[src/design/udp_pkg.sv]
// How it works
// - Power-on, hardware standby, reset pin clear port.
// - Soft reset or module stop bit clears port.
// - Software standby keeps buffers, mode and state.
// - Monitor standby: keep answering not-ready, never complete.
// - Monitor standby: link protocol keeps sampling, driving.
// - Trace output freezes in standby, then resumes.
// - Not-ready reads 0000, ready reads 0001, with bit 1 set on a command error and bit 2 on a bus error.
package udp_pkg;
  localparam logic [7:0] REG_SYSTEM_CONTROL = 8'h00;
  localparam logic [7:0] REG_MODULE_STOP = 8'h04;
  localparam logic [7:0] REG_PORT_STATUS = 8'h08;
  localparam int SOFT_RESET_POS = 0;
  localparam int MODULE_STOP_POS = 0;
  localparam int STAT_MODE_POS = 0;
  localparam int STAT_CLEAR_POS = 1;
  localparam int STAT_BUSY_POS = 2;
  localparam int STAT_TRACE_POS = 3;
  localparam logic [3:0] NIB_NOT_READY = 4'h0;
  localparam logic [3:0] NIB_READY = 4'h1;
  localparam int ERR_CMD_POS = 1;
  localparam int ERR_BUS_POS = 2;
  localparam logic [3:0] NIB_TRACE_IDLE = 4'h3;
  localparam logic [1:0] TRACE_HDR = 2'h2;
  localparam logic [1:0] CMD_READ = 2'h2;
  localparam logic [1:0] CMD_WRITE = 2'h3;
  localparam logic [1:0] SIZE_BYTE = 2'h0;
  localparam logic [1:0] SIZE_WORD = 2'h1;
  localparam logic [1:0] SIZE_LONG = 2'h2;
  localparam logic [3:0] ADDR_NIBBLES = 4'h8;
  localparam int PIN_SYNC_W = 5;
  typedef enum logic [2:0] {M_IDLE, M_ADDR, M_WDATA, M_EXEC, M_DONE, M_RDATA} udp_mon_t;
  typedef enum logic [1:0] {T_IDLE, T_HDR, T_ADDR} udp_trace_t;
endpackage

[src/design/udp_port.sv]
module udp_port
  import udp_pkg::*;
#(
  parameter int DATA_W = 32
) (
  input wire logic mclk,
  input wire logic rst,
  input wire logic hw_standby,
  input wire logic sw_standby,
  input wire logic debug_clock_in,
  input wire logic debug_reset_n,
  input wire logic debug_mode_select,
  input wire logic debug_sync_n_in,
  output logic debug_sync_n_out,
  output logic debug_sync_n_oe,
  input wire logic [3:0] debug_nibble_bus_in,
  output logic [3:0] debug_nibble_bus_out,
  output logic debug_nibble_bus_oe,
  input wire logic branch_valid,
  input wire logic [31:0] branch_addr,
  output logic bus_req,
  output logic bus_write,
  output logic [31:0] bus_addr,
  output logic [DATA_W-1:0] bus_wdata,
  output logic [1:0] bus_size,
  input wire logic bus_ack,
  input wire logic bus_err,
  input wire logic [DATA_W-1:0] bus_rdata,
  input wire logic [7:0] reg_addr,
  input wire logic [31:0] reg_wdata,
  input wire logic reg_write,
  input wire logic reg_read,
  output logic [31:0] reg_rdata
);
  logic [PIN_SYNC_W-1:0] pin_s1;
  logic [PIN_SYNC_W-1:0] pin_s2;
  logic clk_q;
  logic rstpin_q;
  logic link_rise;
  logic link_fall;
  logic rstpin_release;
  logic sync_low;
  logic [3:0] nib_in;
  logic soft_reset;
  logic module_stop;
  logic port_clear;
  logic mode_ram;
  udp_mon_t mstate;
  udp_trace_t tstate;
  logic [3:0] cnt;
  logic cmd_write;
  logic [1:0] cmd_size;
  logic [31:0] acc_addr;
  logic [DATA_W-1:0] acc_data;
  logic err_cmd;
  logic err_bus;
  logic branch_pend;
  logic [31:0] pend_addr;
  logic [31:0] shift_addr;
  logic [31:0] last_full;
  logic [1:0] tsize;
  logic [3:0] cnt_trace;

  function automatic logic [3:0] data_nibbles(input logic [1:0] size);
    data_nibbles = 4'h2 << size;
  endfunction

  function automatic logic misaligned(input logic [1:0] size, input logic [31:0] addr);
    misaligned = (size == SIZE_WORD && addr[0]) || (size == SIZE_LONG && addr[1:0] != 2'h0);
  endfunction

  // Chooses 4, 8, 16 or 32 address bits against the last fully sent address.
  function automatic logic [1:0] trace_size(input logic [31:0] a, input logic [31:0] b);
    if (a[31:4] == b[31:4]) begin
      trace_size = 2'h0;
    end else if (a[31:8] == b[31:8]) begin
      trace_size = 2'h1;
    end else if (a[31:16] == b[31:16]) begin
      trace_size = 2'h2;
    end else begin
      trace_size = 2'h3;
    end
  endfunction

  // Pins from the tool pass two flip-flops; only the second stage is read.
  // The clock and nibble pins reset to the pulled-up idle level so that no false link edge follows reset.
  always_ff @(posedge mclk or posedge rst) begin
    if (rst) begin
      pin_s1 <= 5'h1f;
      pin_s2 <= 5'h1f;
    end else begin
      pin_s1 <= {debug_nibble_bus_in, debug_clock_in} ^ 5'h00;
      pin_s2 <= pin_s1;
    end
  end

  logic [2:0] ctl_s1;
  logic [2:0] ctl_s2;
  always_ff @(posedge mclk or posedge rst) begin
    if (rst) begin
      ctl_s1 <= 3'h0;
      ctl_s2 <= 3'h0;
    end else begin
      ctl_s1 <= {debug_mode_select, debug_sync_n_in, debug_reset_n};
      ctl_s2 <= ctl_s1;
    end
  end

  always_ff @(posedge mclk or posedge rst) begin
    if (rst) begin
      clk_q <= 1'b1;
      rstpin_q <= 1'b0;
    end else begin
      clk_q <= pin_s2[0];
      rstpin_q <= ctl_s2[0];
    end
  end

  assign link_rise = pin_s2[0] & ~clk_q;
  assign link_fall = ~pin_s2[0] & clk_q;
  assign rstpin_release = ctl_s2[0] & ~rstpin_q;
  assign sync_low = ~ctl_s2[1];
  assign nib_in = pin_s2[4:1];
  assign port_clear = hw_standby | ~ctl_s2[0] | soft_reset | module_stop;

  always_ff @(posedge mclk or posedge rst) begin
    if (rst) begin
      soft_reset <= 1'b0;
      module_stop <= 1'b0;
    end else if (reg_write) begin
      if (reg_addr == REG_SYSTEM_CONTROL) begin
        soft_reset <= reg_wdata[SOFT_RESET_POS];
      end
      if (reg_addr == REG_MODULE_STOP) begin
        module_stop <= reg_wdata[MODULE_STOP_POS];
      end
    end
  end

  always_ff @(posedge mclk or posedge rst) begin
    if (rst) begin
      reg_rdata <= 32'h0000_0000;
    end else if (reg_read) begin
      reg_rdata <= 32'h0000_0000;
      unique case (reg_addr)
        REG_SYSTEM_CONTROL: reg_rdata[SOFT_RESET_POS] <= soft_reset;
        REG_MODULE_STOP: reg_rdata[MODULE_STOP_POS] <= module_stop;
        REG_PORT_STATUS: begin
          reg_rdata[STAT_MODE_POS] <= mode_ram;
          reg_rdata[STAT_CLEAR_POS] <= port_clear;
          reg_rdata[STAT_BUSY_POS] <= mstate != M_IDLE;
          reg_rdata[STAT_TRACE_POS] <= tstate != T_IDLE;
        end
        default: reg_rdata <= 32'h0000_0000;
      endcase
    end
  end

  // The mode pin is caught when the tool releases the reset pin.
  always_ff @(posedge mclk or posedge rst) begin
    if (rst) begin
      mode_ram <= 1'b0;
    end else if (rstpin_release) begin
      mode_ram <= ctl_s2[2];
    end
  end

  // Software standby is absent from every clear term, so all state holds through it.
  always_ff @(posedge mclk or posedge rst) begin
    if (rst) begin
      mstate <= M_IDLE;
      cnt <= 4'h0;
      cmd_write <= 1'b0;
      cmd_size <= SIZE_BYTE;
      acc_addr <= 32'h0000_0000;
      acc_data <= '0;
      err_cmd <= 1'b0;
      err_bus <= 1'b0;
    end else if (port_clear || !mode_ram) begin
      mstate <= M_IDLE;
      cnt <= 4'h0;
      err_cmd <= 1'b0;
      err_bus <= 1'b0;
    end else begin
      unique case (mstate)
        M_IDLE: if (link_rise && sync_low) begin
          cmd_write <= nib_in[3:2] == CMD_WRITE;
          cmd_size <= nib_in[1:0];
          err_cmd <= nib_in[3] != 1'b1 || nib_in[1:0] == 2'h3;
          err_bus <= 1'b0;
          cnt <= 4'h0;
          mstate <= (nib_in[3] != 1'b1 || nib_in[1:0] == 2'h3) ? M_DONE : M_ADDR;
        end
        M_ADDR: if (link_rise) begin
          acc_addr[cnt*4 +: 4] <= nib_in;
          cnt <= cnt + 4'h1;
          if (cnt == ADDR_NIBBLES - 4'h1) begin
            cnt <= 4'h0;
            mstate <= cmd_write ? M_WDATA : M_EXEC;
          end
        end
        M_WDATA: if (link_rise) begin
          acc_data[cnt*4 +: 4] <= nib_in;
          cnt <= cnt + 4'h1;
          if (cnt == data_nibbles(cmd_size) - 4'h1) begin
            cnt <= 4'h0;
            mstate <= M_EXEC;
          end
        end
        M_EXEC: if (misaligned(cmd_size, acc_addr)) begin
          err_bus <= 1'b1;
          mstate <= M_DONE;
        end else if (bus_req && (bus_ack || bus_err)) begin
          err_bus <= bus_err;
          if (!cmd_write) begin
            acc_data <= bus_rdata;
          end
          mstate <= M_DONE;
        end
        M_DONE: if (link_fall && !sync_low && !sw_standby) begin
          cnt <= 4'h1;
          mstate <= (!cmd_write && !err_cmd && !err_bus) ? M_RDATA : M_IDLE;
        end
        M_RDATA: if (link_fall) begin
          cnt <= cnt + 4'h1;
          if (cnt == data_nibbles(cmd_size)) begin
            mstate <= M_IDLE;
          end
        end
      endcase
    end
  end

  // No access is started in software standby; it is started once standby ends.
  always_ff @(posedge mclk or posedge rst) begin
    if (rst) begin
      bus_req <= 1'b0;
    end else if (port_clear || !mode_ram) begin
      bus_req <= 1'b0;
    end else if (bus_req && (bus_ack || bus_err)) begin
      bus_req <= 1'b0;
    end else if (mstate == M_EXEC && !bus_req && !sw_standby && !misaligned(cmd_size, acc_addr)) begin
      bus_req <= 1'b1;
    end
  end

  assign bus_write = cmd_write;
  assign bus_addr = acc_addr;
  assign bus_wdata = acc_data;
  assign bus_size = cmd_size;

  // A new branch overrides an older pending one; the set wins over the take.
  always_ff @(posedge mclk or posedge rst) begin
    if (rst) begin
      branch_pend <= 1'b0;
      pend_addr <= 32'h0000_0000;
    end else if (port_clear || mode_ram) begin
      branch_pend <= 1'b0;
    end else if (branch_valid) begin
      branch_pend <= 1'b1;
      pend_addr <= branch_addr;
    end else if (link_fall && !sw_standby && branch_pend) begin
      branch_pend <= 1'b0;
    end
  end

  always_ff @(posedge mclk or posedge rst) begin
    if (rst) begin
      tstate <= T_IDLE;
      tsize <= 2'h0;
      shift_addr <= 32'h0000_0000;
      last_full <= 32'h0000_0000;
    end else if (port_clear || mode_ram) begin
      tstate <= T_IDLE;
      last_full <= 32'h0000_0000;
    end else if (link_fall && !sw_standby) begin
      if (branch_pend) begin
        tstate <= T_HDR;
        tsize <= trace_size(pend_addr, last_full);
        shift_addr <= pend_addr;
      end else begin
        unique case (tstate)
          T_IDLE: tstate <= T_IDLE;
          T_HDR: begin
            tstate <= T_ADDR;
          end
          T_ADDR: begin
            if (cnt_trace == (4'h1 << tsize) - 4'h1) begin
              tstate <= T_IDLE;
              last_full <= shift_addr;
            end
          end
        endcase
      end
    end
  end

  always_ff @(posedge mclk or posedge rst) begin
    if (rst) begin
      cnt_trace <= 4'h0;
    end else if (port_clear || mode_ram) begin
      cnt_trace <= 4'h0;
    end else if (link_fall && !sw_standby) begin
      cnt_trace <= (tstate == T_ADDR && !branch_pend) ? cnt_trace + 4'h1 : 4'h0;
    end
  end

  // Pins change on the link clock's falling edge so the tool samples on its rise.
  always_ff @(posedge mclk or posedge rst) begin
    if (rst) begin
      debug_nibble_bus_out <= 4'h0;
      debug_nibble_bus_oe <= 1'b0;
      debug_sync_n_out <= 1'b1;
      debug_sync_n_oe <= 1'b0;
    end else if (port_clear) begin
      debug_nibble_bus_oe <= 1'b0;
      debug_sync_n_oe <= 1'b0;
      debug_sync_n_out <= 1'b1;
    end else if (mode_ram) begin
      debug_sync_n_oe <= 1'b0;
      if (link_fall) begin
        debug_nibble_bus_oe <= mstate == M_EXEC || mstate == M_DONE || mstate == M_RDATA;
        if (mstate == M_EXEC || (mstate == M_DONE && sw_standby)) begin
          debug_nibble_bus_out <= NIB_NOT_READY;
        end else if (mstate == M_DONE && sync_low) begin
          debug_nibble_bus_out <= NIB_READY | ({3'h0, err_cmd} << ERR_CMD_POS) | ({3'h0, err_bus} << ERR_BUS_POS);
        end else if (mstate == M_RDATA && cnt == data_nibbles(cmd_size)) begin
          // The releasing fall reads no nibble, so a longword never indexes past the data.
          debug_nibble_bus_oe <= 1'b0;
        end else if (mstate == M_DONE || mstate == M_RDATA) begin
          debug_nibble_bus_out <= acc_data[(mstate == M_DONE ? 4'h0 : cnt)*4 +: 4];
          if (mstate == M_DONE && (cmd_write || err_cmd || err_bus)) begin
            debug_nibble_bus_oe <= 1'b0;
          end
        end
      end
    end else begin
      debug_nibble_bus_oe <= 1'b1;
      debug_sync_n_oe <= 1'b1;
      if (link_fall && !sw_standby) begin
        if (branch_pend) begin
          debug_nibble_bus_out <= {TRACE_HDR, trace_size(pend_addr, last_full)};
          debug_sync_n_out <= 1'b1;
        end else if (tstate == T_HDR || (tstate == T_ADDR && cnt_trace != (4'h1 << tsize) - 4'h1)) begin
          debug_nibble_bus_out <= shift_addr[(tstate == T_HDR ? 4'h0 : cnt_trace + 4'h1)*4 +: 4];
          debug_sync_n_out <= 1'b0;
        end else begin
          debug_nibble_bus_out <= NIB_TRACE_IDLE;
          debug_sync_n_out <= 1'b1;
        end
      end
    end
  end
endmodule

[config.mk]
export PLATFORM = sky130hd
export DESIGN_NAME = udp_port
export DESIGN_NICKNAME = d
export VERILOG_FILES = /design/src/design/udp_pkg.sv /design/src/design/udp_port.sv
export SDC_FILE = /design/constraint.sdc
export NUM_CORES = 1
export LEC_CHECK = 0
export CAP_MARGIN = 20
export CORE_MARGIN = 2
export CORE_UTILIZATION = 54
export CTS_CLUSTER_DIAMETER = 100
export DETAILED_ROUTE_END_ITERATION = 7
export DONT_BUFFER_PORTS = 1
export HOLD_SLACK_MARGIN = 0.1
export PLACE_DENSITY_LB_ADDON = 0.08
export SLEW_MARGIN = 0
export SYNTH_ARGS = -nofsm -noshare
export SYNTH_HDL_FRONTEND = slang
export SYNTH_SLANG_ARGS = --single-unit
[constraint.sdc]
create_clock -name mclk -period 6.9 [get_ports mclk]
set_clock_uncertainty 0.2 [all_clocks]
set_input_delay 1.035 -clock mclk [delete_from_list [all_inputs] [get_ports mclk]]
set_output_delay 1.035 -clock mclk [all_outputs]
set_load 0.01 [all_outputs]
After elaboration in Yosys (flattened, before gate mapping)
Index checks and enable logic that the tools add are counted.

Flip-flop bits (word level): 214. Logic and storage cells: 260.

$add $sub $neg: 6. Eq/ne operators: 41. Shift-type cells: 6. Mux-type cells: 89. Bitwise operators: 16. Reductions and logical operators: 72.

Operators by type and width (count): $mux 32 (9); $mux 4 (21); $bwmux 32 (2); $pmux 32 s2 (1); $mux 3 (14); $neg 6->34 (1); $shift 4x34->32 const A (1); $shiftx 4x34->32 (1); $shiftx 32x7->4 (1); $shiftx 32x8->4 (1); $mux 1 (30); $eq 28x28->1 (1); $ne 3x3->1 const B (9); $eq 24x24->1 (1); $pmux 4 s5 (1); $reduce_bool 2->1 (10); $logic_and 1x1->1 (19); $pmux 3 s6 (1); $eq 16x16->1 (1); $eq 4x4->1 (3); $logic_or 1x1->1 (12); $mux 2 (6); $ne 2x2->1 const B (6); $reduce_and 2->1 (6); other kinds (37) (72).

Logic depth before layout (Yosys ltp)
Depth in word-level cells: 11. Depth in mapped cells: 12. Mapped depth without buffers: 8.

Worst setup path after synthesis
No wires, ideal clock.

Path kind: register -> register. Start: reg cnt[0]. End: reg acc_data[16] (netlist: bus_wdata[16]). Setup time: 0.125 ns. Arrival time: 2.812 ns. Data required time: 6.575 ns. Slack: 3.764 ns. Stages on the path, launching flop included: 11. Path buffers: 3. Period minus slack after synthesis: 3.136 ns. Cells stage by stage: dfrtp_1 buf_2 buf_2 clkbuf_1 nor3_1 ha_1 nor2b_1 o31ai_1 or4_1 a21oi_1 mux2_2.

Word-level cells in the longest chain between the ends: 5.

RTL lines: from (decl) (line udp_port.sv:50) `logic [3:0] cnt;`; from (signal assigned) (line udp_port.sv:196) `cnt <= cnt + 4'h1;`; from (signal assigned) (line udp_port.sv:204) `cnt <= cnt + 4'h1;`; from (signal assigned) (line udp_port.sv:225) `cnt <= cnt + 4'h1;`; $neg 6->34 (*) (line udp_port.sv:203) `acc_data[cnt*4 +: 4] <= nib_in;`; $shiftx 4x34->32 / $shift 4x34->32 (equally long branches) (line udp_port.sv:203); $bwmux 32 (*) (line udp_port.sv:203); $mux 32 (*) (line udp_port.sv:202) `M_WDATA: if (link_rise) begin`; $pmux 32 s2 (*) (line udp_port.sv:185) `unique case (mstate)`; to (signal, indexed assignment) (line udp_port.sv:203); to (signal assigned) (line udp_port.sv:216) `acc_data <= bus_rdata;`; to (decl) (line udp_port.sv:54) `logic [DATA_W-1:0] acc_data;`.

Every way passes the cells marked *; elsewhere a longest branch is shown, timed or not. The select of a mux whose other input is x is not followed. A chain may end at the register's enable or synchronous reset.

Final worst setup path
Start: reg cnt[1]. End: reg acc_data[16] (netlist: bus_wdata[16]).

The elaborated chain is that of the path after synthesis.

==> results_dict.tcl <==
set metrics [dict create \
    synth_top_area_share_pct 47.4 \
    async_reset_ff_share_pct 100 \
    max_slew_margin_pct 34.9 \
    min_to "ctl_s2[0]$_DFF_PP0_" \
    syn2layout_area_growth_pct 9.25 \
    placement_rows 50 \
    diodes 0 \
    clock-sinks 210 \
    setup_ws_ps 3580 \
    cpMaxStageDelayCell "dfrtp_1" \
    dp_hpwl_mm 18.2 \
    grt_max_degree 76 \
    syn_area_um2 10500 \
    r2r_start "cnt[1]$_DFFE_PP0P_" \
    max-cap-violations 0 \
    synth.most_common_cell "dfrtp_1" \
    critPathLaunchType "register" \
    synth_area_per_cell_um2 10.5 \
    synth_warnings 0 \
    synth_ff_type "dfrtp_1" \
    final_antenna_net_count 0 \
    drc 0 \
    critical-path-max-stage-delay_ps 740 \
    dr.max_layer_used "met4" \
    drive_gt1_share_pct 17.6 \
    synthTopCellsByArea "dfrtp_1, mux2_2, nand2_1, a21oi_1, dfstp_2" \
    core_um2 18800 \
    drt-vias-per-instance 5.89 \
    synth_top_area_cell "dfrtp_1" \
    synth_cell_type_count 77 \
    cts_tree "built" \
    hp-class "reg -> reg" \
    ff2ff_setup_slack_ps 3580 \
    ys_seq_elements 210 \
    p_leak_nw 5.01 \
    cp-end-kind "register" \
    synth_edf_count 0 \
    io_pins 228 \
    slew_viol_final 0 \
    wl_per_cell_um 20.2 \
    crit_chain "inv_1, ha_1, or4_1, a21oi_1, mux2_2" \
    arrival_ps 3510 \
    track_usage_pct 25.1 \
    rsz0062_at_grt "no" \
    cp-startpoint "cnt[1]$_DFFE_PP0P_" \
    ctsHtreeMaxLevel 1 \
    grt_first_pass_wirelength_mm 40.1 \
    reg2reg_to "bus_wdata[16]$_DFFE_PP0P_" \
    root_buffer "clkbuf_16" \
    routed-wl-met3_mm 2.58 \
    syn-instance-count 999 \
    start_util_pct 55.5 \
    die_x_um 143 \
    finalHoldViolCount 0 \
    period_share_pct 48.1 \
    grt_antenna_before_repair 0 \
    worstSkewPairLatency_ps 510 \
    ys_seq_area_share_pct 50.4 \
    met1Wirelength_mm 11.3 \
    status "finished clean" \
    critPathKind "reg -> reg" \
    dieArea_um2 20500 \
    hold-path-cell-count 0 \
    finalSetupViolCount 0 \
    fin_nets 1110 \
    r2r_cells 5 \
    finalSetupTns_ps 0 \
    dp_slack_ps 3180 \
    finalPower_mw 3.00 \
    route.met2.wl_mm 11.1 \
    ir_drop_uv 192 \
    holdCritStartpoint "ctl_s1[0]$_DFF_PP0_" \
    p_per_area_nw_per_um2 262 \
    grt_pass1_vias 7033 \
    gp_congestion 0.856 \
    ctsLongestPathBuffers 3 \
    synth_common_cells "dfrtp_1, nand2_1, mux2_2, a21oi_1, o21ai_0" \
    clk_pin_slew_ps 60 \
    drtIter0Drc 456 \
    routed_wl_mm 25.5 \
    fillCellCount 1560 \
    cp.required_ps 7090 \
    maxClockFrequency_ghz 0.302 \
    dr_total_vias 7436 \
    cts_made_buffers 24 \
    portBuffers 0 \
    firstDrtPassIters 5 \
    tightest_slew_ps 977 \
    crit_path_max_fanout 17 \
    overflow 0 \
    die_h_um 143 \
    finalCriticalPeriod_ps 3320 \
]
-- stage by stage --
stage,instance area [µm²],cells,util [%],hold slack [ps]
after global routing,11400,1263,60.7,156
after floorplan,10600,1026,-,131
final,11400,1263,60.7,146
after global placement,10600,1218,56.1,133
after CTS,11400,1263,60.7,148
after detailed placement,10600,1218,56.1,135
-- worst max path at each step --
stage | endpoint | slack, ps | cells past startpoint
after global placement | shift_addr[12]$_DFFE_PP0P_ | 3170 | 6
after floorplan | branch_pend$_DFFE_PP0P_ | 2950 | 1
after CTS | bus_wdata[16]$_DFFE_PP0P_ | 3610 | 5
after global routing | bus_wdata[26]$_DFFE_PP0P_ | 3400 | 6
final | bus_wdata[16]$_DFFE_PP0P_ | 3580 | 5
after detailed placement | shift_addr[17]$_DFFE_PP0P_ | 3180 | 6
-- layout make-up --
| class | instances | area (µm²) | share of cell area (%) |
|---|---|---|---|
| well taps | 260 | 325 | 2.85 |
| flip-flops and latches | 210 | 5270 | 46.1 |
| multi-input cells | 705 | 4760 | 41.6 |
| inverters | 32 | 124 | 1.08 |
| clock inverters | 7 | 135 | 1.18 |
| repair buffers | 12 | 92.6 | 0.811 |
| clock buffers | 37 | 721 | 6.31 |
-- kinds of logic after synthesis --
group | share of synthesized area (%)
buf+inv | 5.16
simple gates | 13.6
mux | 13.6
other cells | 0.0359
flops | 50.4
compound gates | 13.9
fa+ha+maj | 0.479
xor+xnor | 2.84
-- per-layer routing --
layer / vias to the layer above / global-route usage, %
met4: 0 / 5.05
met5: - / 0
met1: 3600 / 36.4
li1: 3497 / -
met3: 35 / 7.21
met2: 304 / 37.9
-- critical path: cells and delay by family, from the launching register on --
family                     cells  cell delay, ps
DFF                            1             740
and+or+nand+nor                1             700
adders and majority gates      1             520
AOI/OAI and AO/OA              1             420
muxes                          1             380
buffers and inverters          1             240
-- placed cells by master, fill, tap and decap left out, types with 7 or more instances in the layout --
cell type | Yosys | layout
conb_1 | 1 | 28
a22o_1 | 7 | 7
buf_4 | 29 | 11
nor2_1 | 46 | 45
a22oi_1 | 12 | 12
dfrtp_1 | 198 | 198
o22ai_1 | 10 | 10
nand2b_1 | 17 | 17
xor2_1 | 22 | 22
o31ai_1 | 8 | 8
mux2i_1 | 21 | 21
dfstp_2 | 12 | 12
nand3_1 | 24 | 24
nor2b_1 | 12 | 12
clkbuf_1 | 29 | 7
xnor2_1 | 10 | 10
and3_1 | 9 | 9
nand2_1 | 120 | 120
o21ai_0 | 50 | 50
inv_1 | 32 | 31
a21oi_1 | 70 | 70
nor4_1 | 10 | 10
mux2_2 | 96 | 96
nor3_1 | 12 | 12
o2bb2ai_1 | 8 | 8
clkbuf_16 | 0 | 25
-- registers in the layout, indices dropped and copies added (netlist names), 4 cells and up --
name / count
bus_addr: 32
bus_wdata: 32
cnt: 4
cnt_trace: 4
debug_nibble_bus_out: 4
last_full: 28
pend_addr: 32
pin_s1: 5
pin_s2: 5
reg_rdata: 4
shift_addr: 32
-- timing repair --
item,in CTS,in global routing
gates resized for setup,0,0
hold endpoints to repair,3,0
hold buffers,1,0
setup buffers,0,0
-- power by group --
| group | leakage [nW] | internal (mW) | switching, mW | total (mW) |
|---|---|---|---|---|
| Clock | 0.421 | 0.865 | 0.491 | 1.36 |
| Sequential | 2.72 | 1.32 | 0.0981 | 1.41 |
| Combinational | 1.87 | 0.109 | 0.117 | 0.226 |
No activity file was read; power rests on OpenSTA's default activity.
